<file path="config.mk">
export PLATFORM = sky130hd
export DESIGN_NAME = iec_expander
export DESIGN_NICKNAME = d
export VERILOG_FILES = /design/src/iec_pkg.sv /design/src/iec_expander.sv /design/src/iec_strap.sv /design/src/iec_sync.sv
export VERILOG_INCLUDE_DIRS = /design/src /design/src/src
export SDC_FILE = /design/constraint.sdc
export NUM_CORES = 1
export LEC_CHECK = 0
export ABC_AREA = 1
export BUFFER_PORTS_ARGS = -buffer_cell sky130_fd_sc_hd__buf_4
export CORE_MARGIN = 4
export CORE_UTILIZATION = 60
export CTS_CLUSTER_DIAMETER = 60
export DETAILED_ROUTE_END_ITERATION = 10
export PLACE_DENSITY = 0.8
export SYNTH_ARGS = -nofsm -noshare
export SYNTH_HDL_FRONTEND = slang
export SYNTH_HIERARCHICAL = 1
export SYNTH_SLANG_ARGS = --single-unit
</file>
<file path="constraint.sdc">
create_clock -name clk_i -period 2.62 [get_ports clk_i]
set_input_delay 0.131 -clock clk_i [delete_from_list [all_inputs] [get_ports clk_i]]
set_output_delay 0.131 -clock clk_i [all_outputs]
set_load 0.005 [all_outputs]
</file>
<file path="src/iec_regs.svh">
/*
 Constants of the input expander: slave address layout, reset values and
 small counts. Assumes inclusion by the package and the modules only.
*/
`ifndef IEC_REGS_SVH
`define IEC_REGS_SVH

// Fixed top three slave address bits
`define IEC_ADDR_TOP      3'h6
// Position of the direction bit in the first byte
`define IEC_RW_BIT        0
// Direction bit value that requests a read
`define IEC_RW_READ       1'h1
// Last bit index within a byte
`define IEC_BIT_LAST      3'h7
// Reset value of the change alert mask
`define IEC_MASK_RST      8'h00
// Cycles after reset before the synced inputs are trusted
`define IEC_SETTLE_CYC    3'h5

`endif

</file>
<file path="src/iec_pkg.sv">
/*
 Types shared by the input expander modules.
 Assumes iec_regs.svh sits beside it for the constants.
*/
package iec_pkg;

	// Four-level strap connection
	typedef enum logic [1:0] {
		STRAP_GND,
		STRAP_SUP,
		STRAP_SDA,
		STRAP_SCL
	} iec_strap_e;

	// Serial protocol states
	typedef enum logic [3:0] {
		ST_IDLE,
		ST_ADDR,
		ST_ADDR_END,
		ST_ADDR_ACK,
		ST_WR_DATA,
		ST_WR_END,
		ST_WR_ACK,
		ST_RD_DATA,
		ST_RD_ACK,
		ST_RD_NEXT,
		ST_WAIT
	} iec_state_e;

	// Synced serial line levels
	typedef struct packed {
		logic scl;
		logic sda;
	} iec_line_s;

	// Bus events seen in one clock cycle
	typedef struct packed {
		logic scl_rise;
		logic scl_fall;
		logic start;
		logic stop;
	} iec_evt_s;

endpackage

</file>
<file path="src/iec_expander.sv">
/*
 Eight-input expander with latched change detection, served as a serial
 two-wire slave; SCL and SDA are oversampled by clk_i.
 Assumes clk_i at least eight times the SCL rate and external pull-ups.
*/
// Behaviour
// RULE1 - long reads alternate input byte and flags
// RULE2 - resample and clear flags each byte pair
// RULE3 - eight-bit alert mask, one bit per input
// RULE4 - flags set on change regardless of mask
// RULE5 - no alert during reads; defer to STOP
// RULE6 - no alert for changes already read out
// RULE7 - flag stays set until next access
// RULE8 - mask gates alert only, never the flag
// RULE9 - SDA open-drain in/out, SCL input only
// RULE10 - master frames with START and STOP; detect both
// RULE11 - SDA stable while SCL high, bit per pulse
// RULE12 - device acknowledges received bytes low
// RULE13 - master acknowledges bytes the device sends
// RULE14 - first byte: seven address bits plus direction
// RULE15 - address 110 plus two four-level straps
// RULE16 - one-byte read gives inputs, clears flags, alert
// RULE17 - clear at address ack; send old flags
// RULE18 - inputs captured at ack before input byte
// RULE19 - one-byte write loads mask, clears flags, alert
// RULE20 - each written byte replaces the mask
// RULE21 - snapshot compared with live inputs continuously
// RULE22 - mask one enables; alert on enabled flag
// RULE23 - reset: flags clear, snapshot live, alert off
`timescale 1ns/1ps
`include "iec_regs.svh"
module iec_expander (
	input  wire logic       clk_i,
	input  wire logic       rst_b_i,
	input  wire logic       scl_i,
	input  wire logic       sda_i,
	output logic            sda_o,
	output logic            sda_oe_b_o,
	input  wire logic       addr_strap_low_i,
	input  wire logic       addr_strap_high_i,
	input  wire logic [7:0] port_i,
	output logic            alert_b_o
);
	import iec_pkg::*;

	logic [11:0] sync_bus;
	logic [7:0]  port_s;
	iec_line_s   line_now;
	iec_line_s   line_reg;
	iec_evt_s    evt;
	iec_strap_e  strap_lo_cls;
	iec_strap_e  strap_hi_cls;
	logic [6:0]  own_addr;
	logic [2:0]  settle_reg;
	logic [2:0]  settle_next;
	logic        settled;
	iec_state_e  state_reg;
	iec_state_e  state_next;
	logic [2:0]  bit_reg;
	logic [2:0]  bit_next;
	logic [7:0]  shift_reg;
	logic [7:0]  shift_next;
	logic        drive_reg;
	logic        drive_next;
	logic        rw_reg;
	logic        rw_next;
	logic        odd_reg;
	logic        odd_next;
	logic [7:0]  mask_reg;
	logic [7:0]  mask_next;
	logic        resample;
	logic [7:0]  next_byte;
	logic [7:0]  snap_reg;
	logic [7:0]  snap_next;
	logic [7:0]  flags_reg;
	logic [7:0]  flags_next;
	logic [7:0]  saved_reg;
	logic [7:0]  saved_next;
	logic [7:0]  diff;
	logic        read_busy;
	logic        alert_reg;
	logic        alert_next;
	// Address bits that one strap contributes
	function automatic logic [1:0] strap_bits(input iec_strap_e cls, input logic high);
		logic [1:0] b;
		b = 2'h0;
		unique case (cls)
			STRAP_GND: b = high ? 2'h2 : 2'h0;
			STRAP_SUP: b = high ? 2'h3 : 2'h1;
			STRAP_SCL: b = high ? 2'h0 : 2'h2;
			STRAP_SDA: b = high ? 2'h1 : 2'h3;
		endcase
		return b;
	endfunction

	// Strap, bus and port pins cross into clk_i through one synchroniser bank; rst_b_i does not
	iec_sync #(
		.WIDTH (12)
	) u_sync (
		.clk_i   (clk_i),
		.rst_b_i (rst_b_i),
		.async_i ({addr_strap_high_i, addr_strap_low_i, scl_i, sda_i, port_i}),
		.sync_o  (sync_bus)
	);

	assign port_s       = sync_bus[7:0];
	assign line_now.sda = sync_bus[8];
	assign line_now.scl = sync_bus[9]; // RULE9

	iec_strap u_strap_lo (
		.clk_i   (clk_i),
		.rst_b_i (rst_b_i),
		.en_i    (settled),
		.strap_i (sync_bus[10]),
		.line_i  (line_now),
		.class_o (strap_lo_cls)
	);

	iec_strap u_strap_hi (
		.clk_i   (clk_i),
		.rst_b_i (rst_b_i),
		.en_i    (settled),
		.strap_i (sync_bus[11]),
		.line_i  (line_now),
		.class_o (strap_hi_cls)
	);

	// Slave address from fixed top bits and the two straps
	assign own_addr = {`IEC_ADDR_TOP, strap_bits(strap_hi_cls, 1'b1), strap_bits(strap_lo_cls, 1'b0)}; // RULE15

	// Edge and condition detection on the synced lines
	always_comb begin
		evt.scl_rise = line_now.scl & ~line_reg.scl;
		evt.scl_fall = ~line_now.scl & line_reg.scl;
		evt.start    = line_reg.scl & line_now.scl & line_reg.sda & ~line_now.sda; // RULE10
		evt.stop     = line_reg.scl & line_now.scl & ~line_reg.sda & line_now.sda; // RULE10
	end

	// Settle counter; synced inputs are zero until the pipeline fills
	always_comb begin
		settled     = (settle_reg == `IEC_SETTLE_CYC);
		settle_next = settled ? settle_reg : settle_reg + 3'h1;
	end

	always_ff @(posedge clk_i or negedge rst_b_i) begin
		if (!rst_b_i) begin
			line_reg   <= '{scl: 1'b1, sda: 1'b1};
			settle_reg <= 3'h0;
		end else begin
			line_reg   <= line_now;
			settle_reg <= settle_next;
		end
	end

	// Byte to send after the current one: inputs after flags, else flags
	assign next_byte = odd_reg ? snap_reg : saved_reg; // RULE1

	// Protocol engine: sample on SCL rise, change SDA on SCL fall
	always_comb begin
		state_next = state_reg;
		bit_next   = bit_reg;
		shift_next = shift_reg;
		drive_next = drive_reg;
		rw_next    = rw_reg;
		odd_next   = odd_reg;
		mask_next  = mask_reg;
		resample   = 1'b0;
		if (evt.start) begin
			state_next = ST_ADDR;
			bit_next   = 3'h0;
			drive_next = 1'b0;
			rw_next    = 1'b0;
		end else if (evt.stop) begin
			state_next = ST_IDLE;
			drive_next = 1'b0;
		end else begin
			unique case (state_reg)
				ST_IDLE, ST_WAIT: drive_next = 1'b0;
				ST_ADDR: begin
					if (evt.scl_rise) begin
						shift_next = {shift_reg[6:0], line_now.sda}; // RULE11
						bit_next   = bit_reg + 3'h1;
						if (bit_reg == `IEC_BIT_LAST)
							state_next = ST_ADDR_END;
					end
				end
				ST_ADDR_END: begin
					if (evt.scl_fall) begin
						if (shift_reg[7:1] == own_addr) begin // RULE14
							drive_next = 1'b1; // RULE12
							rw_next    = shift_reg[`IEC_RW_BIT];
							resample   = 1'b1; // RULE18
							state_next = ST_ADDR_ACK;
						end else begin
							state_next = ST_WAIT;
						end
					end
				end
				ST_ADDR_ACK: begin
					if (evt.scl_fall) begin
						bit_next = 3'h0;
						if (rw_reg == `IEC_RW_READ) begin
							shift_next = snap_reg; // RULE16
							odd_next   = 1'b0;
							drive_next = ~snap_reg[7];
							state_next = ST_RD_DATA;
						end else begin
							drive_next = 1'b0;
							state_next = ST_WR_DATA;
						end
					end
				end
				ST_WR_DATA: begin
					if (evt.scl_rise) begin
						shift_next = {shift_reg[6:0], line_now.sda}; // RULE11
						bit_next   = bit_reg + 3'h1;
						if (bit_reg == `IEC_BIT_LAST)
							state_next = ST_WR_END;
					end
				end
				ST_WR_END: begin
					if (evt.scl_fall) begin
						mask_next  = shift_reg; // RULE19 RULE20
						drive_next = 1'b1; // RULE12
						state_next = ST_WR_ACK;
					end
				end
				ST_WR_ACK: begin
					if (evt.scl_fall) begin
						drive_next = 1'b0;
						bit_next   = 3'h0;
						state_next = ST_WR_DATA;
					end
				end
				ST_RD_DATA: begin
					if (evt.scl_fall) begin
						shift_next = {shift_reg[6:0], 1'b0};
						bit_next   = bit_reg + 3'h1;
						if (bit_reg == `IEC_BIT_LAST) begin
							drive_next = 1'b0;
							state_next = ST_RD_ACK;
						end else begin
							drive_next = ~shift_reg[6]; // RULE11
						end
					end
				end
				ST_RD_ACK: begin
					if (evt.scl_rise) begin
						if (line_now.sda) begin
							state_next = ST_WAIT; // RULE13
						end else begin
							resample   = odd_reg; // RULE2 RULE18
							state_next = ST_RD_NEXT;
						end
					end
				end
				ST_RD_NEXT: begin
					if (evt.scl_fall) begin
						shift_next = next_byte; // RULE1 RULE17
						odd_next   = ~odd_reg;
						drive_next = ~next_byte[7];
						bit_next   = 3'h0;
						state_next = ST_RD_DATA;
					end
				end
			endcase
		end
	end

	always_ff @(posedge clk_i or negedge rst_b_i) begin
		if (!rst_b_i) begin
			state_reg <= ST_IDLE;
			bit_reg   <= 3'h0;
			shift_reg <= 8'h00;
			drive_reg <= 1'b0;
			rw_reg    <= 1'b0;
			odd_reg   <= 1'b0;
			mask_reg  <= `IEC_MASK_RST;
		end else begin
			state_reg <= state_next;
			bit_reg   <= bit_next;
			shift_reg <= shift_next;
			drive_reg <= drive_next;
			rw_reg    <= rw_next;
			odd_reg   <= odd_next;
			mask_reg  <= mask_next; // RULE3
		end
	end

	// Snapshot and flags; a change in the clearing cycle lands in the saved copy, never lost
	always_comb begin
		diff       = port_s ^ snap_reg; // RULE21
		snap_next  = snap_reg;
		saved_next = saved_reg;
		flags_next = flags_reg | diff; // RULE4 RULE7
		if (!settled) begin
			snap_next  = port_s; // RULE23
			flags_next = 8'h00;
			saved_next = 8'h00;
		end else if (resample) begin
			snap_next  = port_s; // RULE18
			saved_next = flags_reg | diff; // RULE17
			flags_next = 8'h00; // RULE16 RULE19
		end
	end

	// Alert: cleared at each capture, frozen through a read, so a late change rises only at STOP
	always_comb begin
		read_busy = (rw_reg == `IEC_RW_READ) && (state_reg inside {ST_ADDR_ACK, ST_RD_DATA, ST_RD_ACK,
			ST_RD_NEXT, ST_WAIT});
		if (resample || !settled)
			alert_next = 1'b0; // RULE16 RULE23
		else if (read_busy)
			alert_next = alert_reg; // RULE5
		else
			alert_next = |(flags_reg & mask_reg); // RULE6 RULE8 RULE22
	end

	always_ff @(posedge clk_i or negedge rst_b_i) begin
		if (!rst_b_i) begin
			snap_reg  <= 8'h00;
			flags_reg <= 8'h00;
			saved_reg <= 8'h00;
			alert_reg <= 1'b0;
		end else begin
			snap_reg  <= snap_next;
			flags_reg <= flags_next;
			saved_reg <= saved_next;
			alert_reg <= alert_next;
		end
	end

	// Open drain: only ever pull low, enable is active low
	assign sda_o      = 1'b0; // RULE9
	assign sda_oe_b_o = ~drive_reg;
	assign alert_b_o  = ~alert_reg;
endmodule

</file>
<file path="src/iec_strap.sv">
/*
 Four-level strap classifier: ground, supply, SDA or SCL.
 Assumes synced strap and bus levels of equal latency; en_i rises once
 the synchronisers have settled.
*/
`timescale 1ns/1ps
module iec_strap (
	input  wire logic              clk_i,
	input  wire logic              rst_b_i,
	input  wire logic              en_i,
	input  wire logic              strap_i,
	input  iec_pkg::iec_line_s     line_i,
	output iec_pkg::iec_strap_e    class_o
);
	import iec_pkg::*;

	logic       seen_low_reg;
	logic       seen_low_next;
	logic       neq_sda_reg;
	logic       neq_sda_next;
	logic       neq_scl_reg;
	logic       neq_scl_next;
	iec_strap_e class_reg;
	iec_strap_e class_next;

	// Sticky evidence; a strap tied to a bus line looks like supply until
	// that line first goes low, which is harmless before any transfer
	always_comb begin
		seen_low_next = seen_low_reg | (en_i & ~strap_i);
		neq_sda_next  = neq_sda_reg | (en_i & (strap_i ^ line_i.sda));
		neq_scl_next  = neq_scl_reg | (en_i & (strap_i ^ line_i.scl));
		if (!seen_low_reg)
			class_next = STRAP_SUP;
		else if (!neq_scl_reg)
			class_next = STRAP_SCL;
		else if (!neq_sda_reg)
			class_next = STRAP_SDA;
		else
			class_next = STRAP_GND;
	end

	always_ff @(posedge clk_i or negedge rst_b_i) begin
		if (!rst_b_i) begin
			seen_low_reg <= 1'b0;
			neq_sda_reg  <= 1'b0;
			neq_scl_reg  <= 1'b0;
			class_reg    <= STRAP_SUP;
		end else begin
			seen_low_reg <= seen_low_next;
			neq_sda_reg  <= neq_sda_next;
			neq_scl_reg  <= neq_scl_next;
			class_reg    <= class_next;
		end
	end

	assign class_o = class_reg;
endmodule

</file>
<file path="src/iec_sync.sv">
/*
 Three-stage input synchroniser with agreement filter.
 Assumes inputs asynchronous to clk_i; output changes once stages two and
 three agree.
*/
`timescale 1ns/1ps
module iec_sync #(
	parameter int WIDTH = 8
) (
	input  wire logic             clk_i,
	input  wire logic             rst_b_i,
	input  wire logic [WIDTH-1:0] async_i,
	output logic      [WIDTH-1:0] sync_o
);
	logic [WIDTH-1:0] s1_reg;
	logic [WIDTH-1:0] s2_reg;
	logic [WIDTH-1:0] s3_reg;
	logic [WIDTH-1:0] out_reg;
	logic [WIDTH-1:0] out_next;

	// Take the agreed level, else hold; stage one feeds stage two only
	always_comb begin
		out_next = (s2_reg & s3_reg) | (out_reg & (s2_reg | s3_reg));
	end

	always_ff @(posedge clk_i or negedge rst_b_i) begin
		if (!rst_b_i) begin
			s1_reg  <= '0;
			s2_reg  <= '0;
			s3_reg  <= '0;
			out_reg <= '0;
		end else begin
			s1_reg  <= async_i;
			s2_reg  <= s1_reg;
			s3_reg  <= s2_reg;
			out_reg <= out_next;
		end
	end

	assign sync_o = out_reg;
endmodule

</file>
==> results.ini, run 1 <==
[sta]
setup_viol = 0
hold_violations = 0
rsz0062_at_grt = false
clock_skew_ns = 0.008953
period_share = 0.8550
fmax_mhz = 446.4
finalCriticalPeriod_ns = 2.240
relSlewSlack = 0.5968
finalSetupTns_ns = 0
slew_violations = 0
worstMarginPinSlew_ns = 0.6048
setup_slack_ns = 0.3799

[routing]
via_per_inst = 5.489
dr_total_vias = 4067
drt-initial-drc-count = 314
post_drt_wl_per_cell_um = 14.34
firstDrtPassIters = 5
drc = 0
detail_route.wirelength_um = 10630
ant_nets = 0

[die]
die_x_um = 99.70
ios = 17
initial_core_util = 0.6140
die_h_um = 99.70
die_area_um2 = 9939
rows = 33
core_area_um2 = 8217

[synth]
netlist_area_um2 = 5045
syn_nets = 607
ys_types = 35
synthCells = 584
synth.avg_cell_area_um2 = 8.638
ys_seq_area_frac = 0.5665
ys_ff_latch = 114
yosysWarnings = 6

[placed_design]
portBuffers = 15
gp_congestion = 0.9107
dpl_worst_slack_ns = 0.4313
dp_hpwl_um = 6594

[setup_path]
cp-start-kind = register
r2r_setup_slack_ns = 0.38
crit_required_ns = 3.08
cp.arrival_ns = 2.70
slowest_stage = dfstp_2
cp_top_family = simple AND/OR/NAND/NOR gates
rr_startpoint = u_strap_lo/class_o[0]
criticalPathCategory = reg -> reg
crit_top_cell = nand2_1
critPathMaxFanout = 20
reg2reg_to = snap_reg[3]
crit_buf_inv = 2
max_stage_delay_ns = 0.54
crit_start = u_strap_lo/class_o[0]
crit_chain = inv_1, ha_1, xnor2_1, nand2_1, nor2_1, nand4_1, buf_4, nand3_2, nand2_1, nand2_1
reg2regPathDepth = 10
crit_path_end_kind = register

[clocking]
cts_setup_buffers = 0
cts_tree = yes
h-tree-depth = 4
cts_resized = 0
cts_buffer_depth = 2
numCtsBuffers = 17
cts-root-buf = clkbuf_8
ctsHoldBuffers = 13
clk_pin_slew_ns = 0.06
insertion_delay_ns = 0.52
clkSinkCount = 114

[grt]
grt.total_usage = 0.2354
use_met2 = 0.3869
gr-total-overflow = 0
grt_max_degree = 115
first_global_vias = 3982
use_met3 = 0.05891
antenna_found_initial = 0
use_met1 = 0.2914
grt_pass1_wl_um = 18230
busiest_layer = met2

[power]
p_leak_nw = 3.007
power_density_nw_per_um2 = 970.9
ir_worst_vdd_v = 0.0005776

[finish]
final_cell_mix = 161 x nand2_1, 110 x dfrtp_1, 69 x inv_1, 53 x nor2_1, 46 x o21ai_0
final_nets = 646
fillCellCount = 586
syn2layout_area_growth_pct = 17.81
diodes = 0
layout_commonest_cell = nand2_1
finish.utilization = 0.7233
drive_above_1_share = 0.1274

[flow_run]
maxCapViolCount = 0

[outcome]
status = complete, no violations

[worst_hold_path]
worstHoldPathType = in -> async

## synthesized netlist by cell type, drive strengths merged
cell type  count  share of area
nand4         20          0.026
mux2           1         0.0022
nor2          59          0.048
o21ai         51          0.054
o221ai         1         0.0017
nor3b          1         0.0015
dfrtp        110           0.55
o211ai         2         0.0030
conb           1        0.00074
nor4           1         0.0012
buf            9          0.011
o21bai         1         0.0015
xnor2          3         0.0052
dfstp          4          0.021
a21oi         30          0.030
nor3           3         0.0030
o31ai          1         0.0015
ha             9          0.022
xor2           1         0.0017
inv           77          0.057
and2           1         0.0012
nand2        163           0.12
clkbuf         3         0.0022
o21a           1         0.0015
nand3         31          0.035
## layout make-up
type                            instances  area, um^2  area share
Tap cell                              105       131.4     0.02211
Timing Repair Buffer                   32       285.3     0.04800
Multi-Input combinational cell        381        1833      0.3084
Inverter                               77       289.0     0.04863
Clock inverter                         14       128.9     0.02168
Sequential cell                       114        2858      0.4808
Clock buffer                           18       417.9     0.07032
## routing by layer
layer,part of all wire,up-vias,routed length (um)
met4,0.030,0,315
li1,-,1948,-
met2,0.50,157,5283
met1,0.42,1923,4433
met5,0,-,0
met3,0.056,39,595
## worst register-to-register path, delay by kind of cell (launching register included)
kind | cells | cell delay (ns)
buffers and inverters | 2 | 0.30
adder cells (fa/ha/maj) | 1 | 0.30
flip-flops | 1 | 0.54
XOR/XNOR | 1 | 0.21
AND/OR/NAND/NOR | 6 | 0.84
## how the worst max path moves through the flow
stage | endpoint | slack (ns) | cells past startpoint
3_5_place_dp | snap_reg[3] | 0.43 | 10
2_1_floorplan | saved_reg[6] | 0.71 | 10
5_1_grt | snap_reg[3] | 0.21 | 10
6_report | snap_reg[3] | 0.38 | 10
3_3_place_gp | snap_reg[6] | 0.55 | 10
4_1_cts | alert_reg | 0.40 | 9
## per-stage QoR
stage | area [um^2] | power, W | instances | hold WS, ns
3_5_place_dp | 5266 | 0.003631 | 696 | 0.2416
4_1_cts | 5943 | 0.005780 | 741 | 0.2455
2_1_floorplan | 5045 | 0.003280 | 584 | -0.1646
5_1_grt | 5943 | 0.006142 | 741 | 0.2443
6_report | 5943 | 0.005771 | 741 | 0.2037
3_3_place_gp | 5266 | 0.003587 | 696 | 0.2401
## cells by family after synthesis
family,synth area share
and+or+nand+nor,0.2378
xor gates and xnor gates,0.006946
adders and majority gates,0.02232
buffers and inverters,0.07019
muxes,0.002232
AOI/OAI and AO/OA,0.09325
DFF,0.5665
other,0.0007433
## power breakdown
group / switching [W] / internal [W] / leakage, nW / total (W)
Combinational: 0.000936 / 0.000479 / 1.39 / 0.00142
Clock: 0.000844 / 0.00127 / 0.263 / 0.00211
Sequential: 0.000240 / 0.00201 / 1.36 / 0.00225
Total: 0.00202 / 0.00375 / 3.01 / 0.00577
Note: power is estimated with default switching activity, not from simulation.
==> run 2: changes to the inputs <==
- CORE_UTILIZATION: 60 -> 45
- PLACE_DENSITY: 0.8 -> 0.64
==> run 2 against run 1 <==
- sequential share of layout area down 0.56 points
- clock skew up 0.00068 ns
- clock power up 3%
- register-to-register slack worse by 0.14 ns
- core utilization down 17 points
- final area up 1.2%
- combinational power about the same
- critical path type unchanged
- largest power group unchanged
==> results.ini, run 2 (synthesis results as in run 1) <==
[die]
initial_core_util = 0.4633
core_area_um2 = 10890
die_h_um = 113.9
rows = 38
die_x_um = 113.9
ios = 17
die_area_um2 = 12970

[clocking]
h-tree-depth = 4
clk_pin_slew_ns = 0.05
cts_buffer_depth = 2
cts_setup_buffers = 0
insertion_delay_ns = 0.51
cts-root-buf = clkbuf_8
numCtsBuffers = 17
clkSinkCount = 114
cts_tree = yes

[outcome]
status = complete, no violations

[sta]
worstMarginPinSlew_ns = 0.5861
finalCriticalPeriod_ns = 2.377
relSlewSlack = 0.6078
fmax_mhz = 420.7
hold_violations = 0
period_share = 0.9072
finalSetupTns_ns = 0
setup_slack_ns = 0.2430
clock_skew_ns = 0.009630
setup_viol = 0
slew_violations = 0
rsz0062_at_grt = false

[grt]
gr-total-overflow = 0
grt.total_usage = 0.1842
antenna_found_initial = 0
grt_max_degree = 76
first_global_vias = 3974
grt_pass1_wl_um = 19000

[routing]
dr_total_vias = 3939
firstDrtPassIters = 5
drc = 0
via_per_inst = 5.089
detail_route.wirelength_um = 10600
ant_nets = 0
post_drt_wl_per_cell_um = 13.70
drt-initial-drc-count = 291

[worst_hold_path]
worstHoldPathType = in -> async

[setup_path]
crit_path_end_kind = register
critPathMaxFanout = 11
crit_chain = inv_1, ha_1, xnor2_1, nand2_1, nor2_1, nand4_1, buf_4, nand4_1, nand2_1
max_stage_delay_ns = 0.52
cp-start-kind = register
slowest_stage = dfstp_2
criticalPathCategory = reg -> reg
crit_buf_inv = 2
rr_startpoint = u_strap_lo/class_o[0]
cp.arrival_ns = 2.77
crit_start = u_strap_lo/class_o[0]
cp_top_family = simple AND/OR/NAND/NOR gates
reg2regPathDepth = 9
crit_required_ns = 3.02
r2r_setup_slack_ns = 0.24
reg2reg_to = snap_reg[2]

[finish]
drive_above_1_share = 0.1215
postLayoutCellArea_um2 = 6013
final_cell_mix = 161 x nand2_1, 110 x dfrtp_1, 69 x inv_1, 53 x nor2_1, 46 x o21ai_0
final_nets = 647
syn2layout_area_growth_pct = 19.20
layout_commonest_cell = nand2_1
diodes = 0

[power]
p_leak_nw = 3.024
power_density_nw_per_um2 = 970.1
ir_worst_vdd_v = 0.0004268

[placed_design]
portBuffers = 15
dp_hpwl_um = 7225
gp_congestion = 0.8487
dpl_worst_slack_ns = 0.2538
place_area_um2 = 5318

[flow_run]
maxCapViolCount = 0

run 2: final cells by class:
class                           instances  area [um^2]
Multi-Input combinational cell        381         1841
Inverter                               77        289.0
Timing Repair Buffer                   33        292.8
Fill cell                            1008         4875
Clock inverter                          5        77.57
Sequential cell                       114         2858
Tap cell                              140        175.2
Clock buffer                           24        480.5
run 2: worst max path at each step:
stage               depth (start not counted)      endpoint  slack, ns
floorplan                                  10  saved_reg[6]       0.71
global placement                            9   snap_reg[0]       0.35
detailed placement                          9   snap_reg[7]       0.25
CTS                                         9   snap_reg[2]       0.20
global route                                9  saved_reg[6]       0.01
finish                                      9   snap_reg[2]       0.24
run 2: what timing repair did:
action | CTS | global route
endpoints found under the hold margin | 51 | 0
endpoints found under the setup margin | 0 | 15
hold buffers | 13 | 0
gates resized for setup | 0 | 1
run 2: per-layer routing:
layer / vias up / routed length [um] / global-route usage
met5: - / 0 / 0
met4: 0 / 183 / 0.06968
met3: 20 / 494 / 0.05464
met2: 88 / 5085 / 0.2843
met1: 1885 / 4841 / 0.2468
li1: 1946 / - / -
run 2: where the power goes:
part / internal [W] / leakage, nW / switching [W]
registers: 0.00201 / 1.36 / 0.000239
clock network: 0.00143 / 0.273 / 0.000737
logic: 0.000495 / 1.39 / 0.000923
run 2: worst reg2reg max path, cell delays in order, from the launching register on:
cell	delay, ns
dfstp_2	0.52
inv_1	0.05
ha_1	0.30
xnor2_1	0.16
nand2_1	0.07
nor2_1	0.16
nand4_1	0.46
buf_4	0.38
nand4_1	0.11
nand2_1	0.07
run 2: per-stage QoR:
step	utilization	total power (W)	cells	hold slack [ns]
after floorplan	-	0.003280	584	-0.1646
after global placement	0.4884	0.003636	732	0.1342
after detailed placement	0.4884	0.003674	732	0.1445
after CTS	0.5516	0.005875	774	0.1477
after global routing	0.5523	0.006224	774	0.1966
final	0.5523	0.005834	774	0.1408
==> run 3: changes to the inputs <==
--- a/config.mk
+++ b/config.mk
@@ -9,9 +9,11 @@
 export ABC_AREA = 1
 export BUFFER_PORTS_ARGS = -buffer_cell sky130_fd_sc_hd__buf_4
+export CELL_PAD_IN_SITES_DETAIL_PLACEMENT = 1
+export CELL_PAD_IN_SITES_GLOBAL_PLACEMENT = 1
 export CORE_MARGIN = 4
 export CORE_UTILIZATION = 45
 export CTS_CLUSTER_DIAMETER = 60
 export DETAILED_ROUTE_END_ITERATION = 10
-export PLACE_DENSITY = 0.64
+export PLACE_DENSITY = 0.79
 export SYNTH_ARGS = -nofsm -noshare
 export SYNTH_HDL_FRONTEND = slang
==> constraint.sdc (replaced) <==
create_clock -name clk_i -period 2.62 [get_ports clk_i]
set_input_delay 0.131 -clock clk_i [delete_from_list [all_inputs] [get_ports clk_i]]
set_output_delay 0.131 -clock clk_i [all_outputs]
set_load 0.02 [all_outputs]
==> run 3 against run 2 <==
- hold slack worse by 0.028 ns
- cell count grew 0.39%
- largest power group unchanged
- clock-buffer cell count fell by 3
- core utilization is essentially flat
- first-iteration DRC count is 30% lower
- worst setup slack improved by 0.053 ns
==> results.ini, run 3 (synthesis results as in run 1) <==
[outcome]
status = complete, no violations

[sta]
setup_viol = 0
rsz0062_at_grt = false
clock_skew_ns = 0.005056
slew_violations = 0
whs_ns = 0.1130
relSlewSlack = 0.6418
period_share = 0.8869
worstMarginPinSlew_ns = 0.5353
hold_violations = 0
finalCriticalPeriod_ns = 2.324
setup_slack_ns = 0.2964
fmax_mhz = 430.4
finalSetupTns_ns = 0

[routing]
dr_total_vias = 4027
firstDrtPassIters = 4
detail_route.wirelength_um = 12380
drc = 0
via_per_inst = 5.183
ant_nets = 0
drt-initial-drc-count = 204
post_drt_wl_per_cell_um = 15.93

[setup_path]
reg2regPathDepth = 10
criticalPathCategory = reg -> reg
r2r_setup_slack_ns = 0.30
slowest_stage = dfstp_2
max_stage_delay_ns = 0.53
crit_top_cell = nand2_1
cp-endpoint = snap_reg[5]
crit_cells = 10
cp_top_family = simple AND/OR/NAND/NOR gates
cp.arrival_ns = 2.78
rr_startpoint = u_strap_lo/class_o[0]
crit_buf_inv = 2
crit_chain = inv_1, ha_1, xnor2_1, nand2_1, nor2_1, nand4_1, buf_4, nand3_2, nand2_1, nand2_1
cp-start-kind = register
reg2reg_to = snap_reg[5]
crit_start = u_strap_lo/class_o[0]
crit_required_ns = 3.08
crit_path_end_kind = register
critPathMaxFanout = 20

[clocking]
clkSinkCount = 114
h-tree-depth = 4
cts_buffer_depth = 2
cts_setup_buffers = 0
numCtsBuffers = 17
cts_resized = 0
cts-root-buf = clkbuf_8
insertion_delay_ns = 0.52
clk_pin_slew_ns = 0.05
cts_tree = yes

[worst_hold_path]
worstHoldPathType = in -> async

[finish]
drive_above_1_share = 0.1287
multi_input_area_um2 = 1833
syn2layout_area_growth_pct = 19.27
final_nets = 647
final_cell_mix = 161 x nand2_1, 110 x dfrtp_1, 69 x inv_1, 53 x nor2_1, 46 x o21ai_0
layout_commonest_cell = nand2_1
diodes = 0
postLayoutCellArea_um2 = 6017
register_area_um2 = 2858
fillCellCount = 1282

[grt]
grt_pass1_wl_um = 21460
first_global_vias = 4333
gr-total-overflow = 0
grt_max_degree = 80
antenna_found_initial = 0
grt.total_usage = 0.2124

[die]
ios = 17
die_x_um = 113.9
initial_core_util = 0.4633
core_area_um2 = 10890
die_area_um2 = 12970
rows = 38
die_h_um = 113.9

[power]
ir_worst_vdd_v = 0.0004748
power_density_nw_per_um2 = 989.4
p_leak_nw = 3.033
total_power_w = 0.005953

[placed_design]
gp_congestion = 0.8451
portBuffers = 15
dp_hpwl_um = 8485
place_area_um2 = 5318
dpl_worst_slack_ns = 0.3590

[flow_run]
maxCapViolCount = 0

[run 3: cell types whose count changed in the layout (fill, tap and decap cells not counted), sizes merged]
cell	before	now
clkinvlp	1	2
clkinv	2	7
clkbuf	24	21
[run 3: worst min path at each step]
| stage | end | cells past startpoint | from | slack [ns] |
|---|---|---|---|---|
| floorplan | alert_reg | 0 | rst_b_i | -0.16 |
| global placement | state_reg[3] | 1 | rst_b_i | 0.11 |
| detailed placement | state_reg[2] | 1 | rst_b_i | 0.12 |
| CTS | state_reg[2] | 2 | rst_b_i | 0.11 |
| global route | state_reg[3] | 2 | rst_b_i | 0.15 |
| finish | state_reg[2] | 2 | rst_b_i | 0.11 |
[run 3: where the power goes]
part	switching, W	internal, W	total (W)
registers	0.000249	0.00201	0.00226
clock network	0.000786	0.00141	0.00220
logic	0.00100	0.000496	0.00150
[run 3: repair_timing]
action | 4_1_cts | 5_1_grt
setup endpoints to repair | 0 | 0
hold endpoints to repair | 47 | 0
hold buffers | 13 | 0
[run 3: cell type report]
cell class,count,area share
Multi-Input combinational cell,381,0.3046
Clock buffer,21,0.07632
Tap cell,140,0.02911
Inverter,77,0.04803
Timing Repair Buffer,33,0.04866
Sequential cell,114,0.4749
Clock inverter,11,0.01830
[run 3: routing by layer]
metal / up-vias / global-route usage / wire length [um]
li1: 1946 / - / -
met4: 0 / 0.09184 / 278
met3: 25 / 0.04562 / 375
met5: - / 0 / 0
met1: 1994 / 0.2715 / 5497
met2: 62 / 0.3502 / 6226
[run 3: metrics by stage]
step | instances | util
final | 777 | 0.5526
after detailed placement | 732 | 0.4884
after floorplan | 584 | -
after global routing | 777 | 0.5526
after CTS | 777 | 0.5526
after global placement | 732 | 0.4884
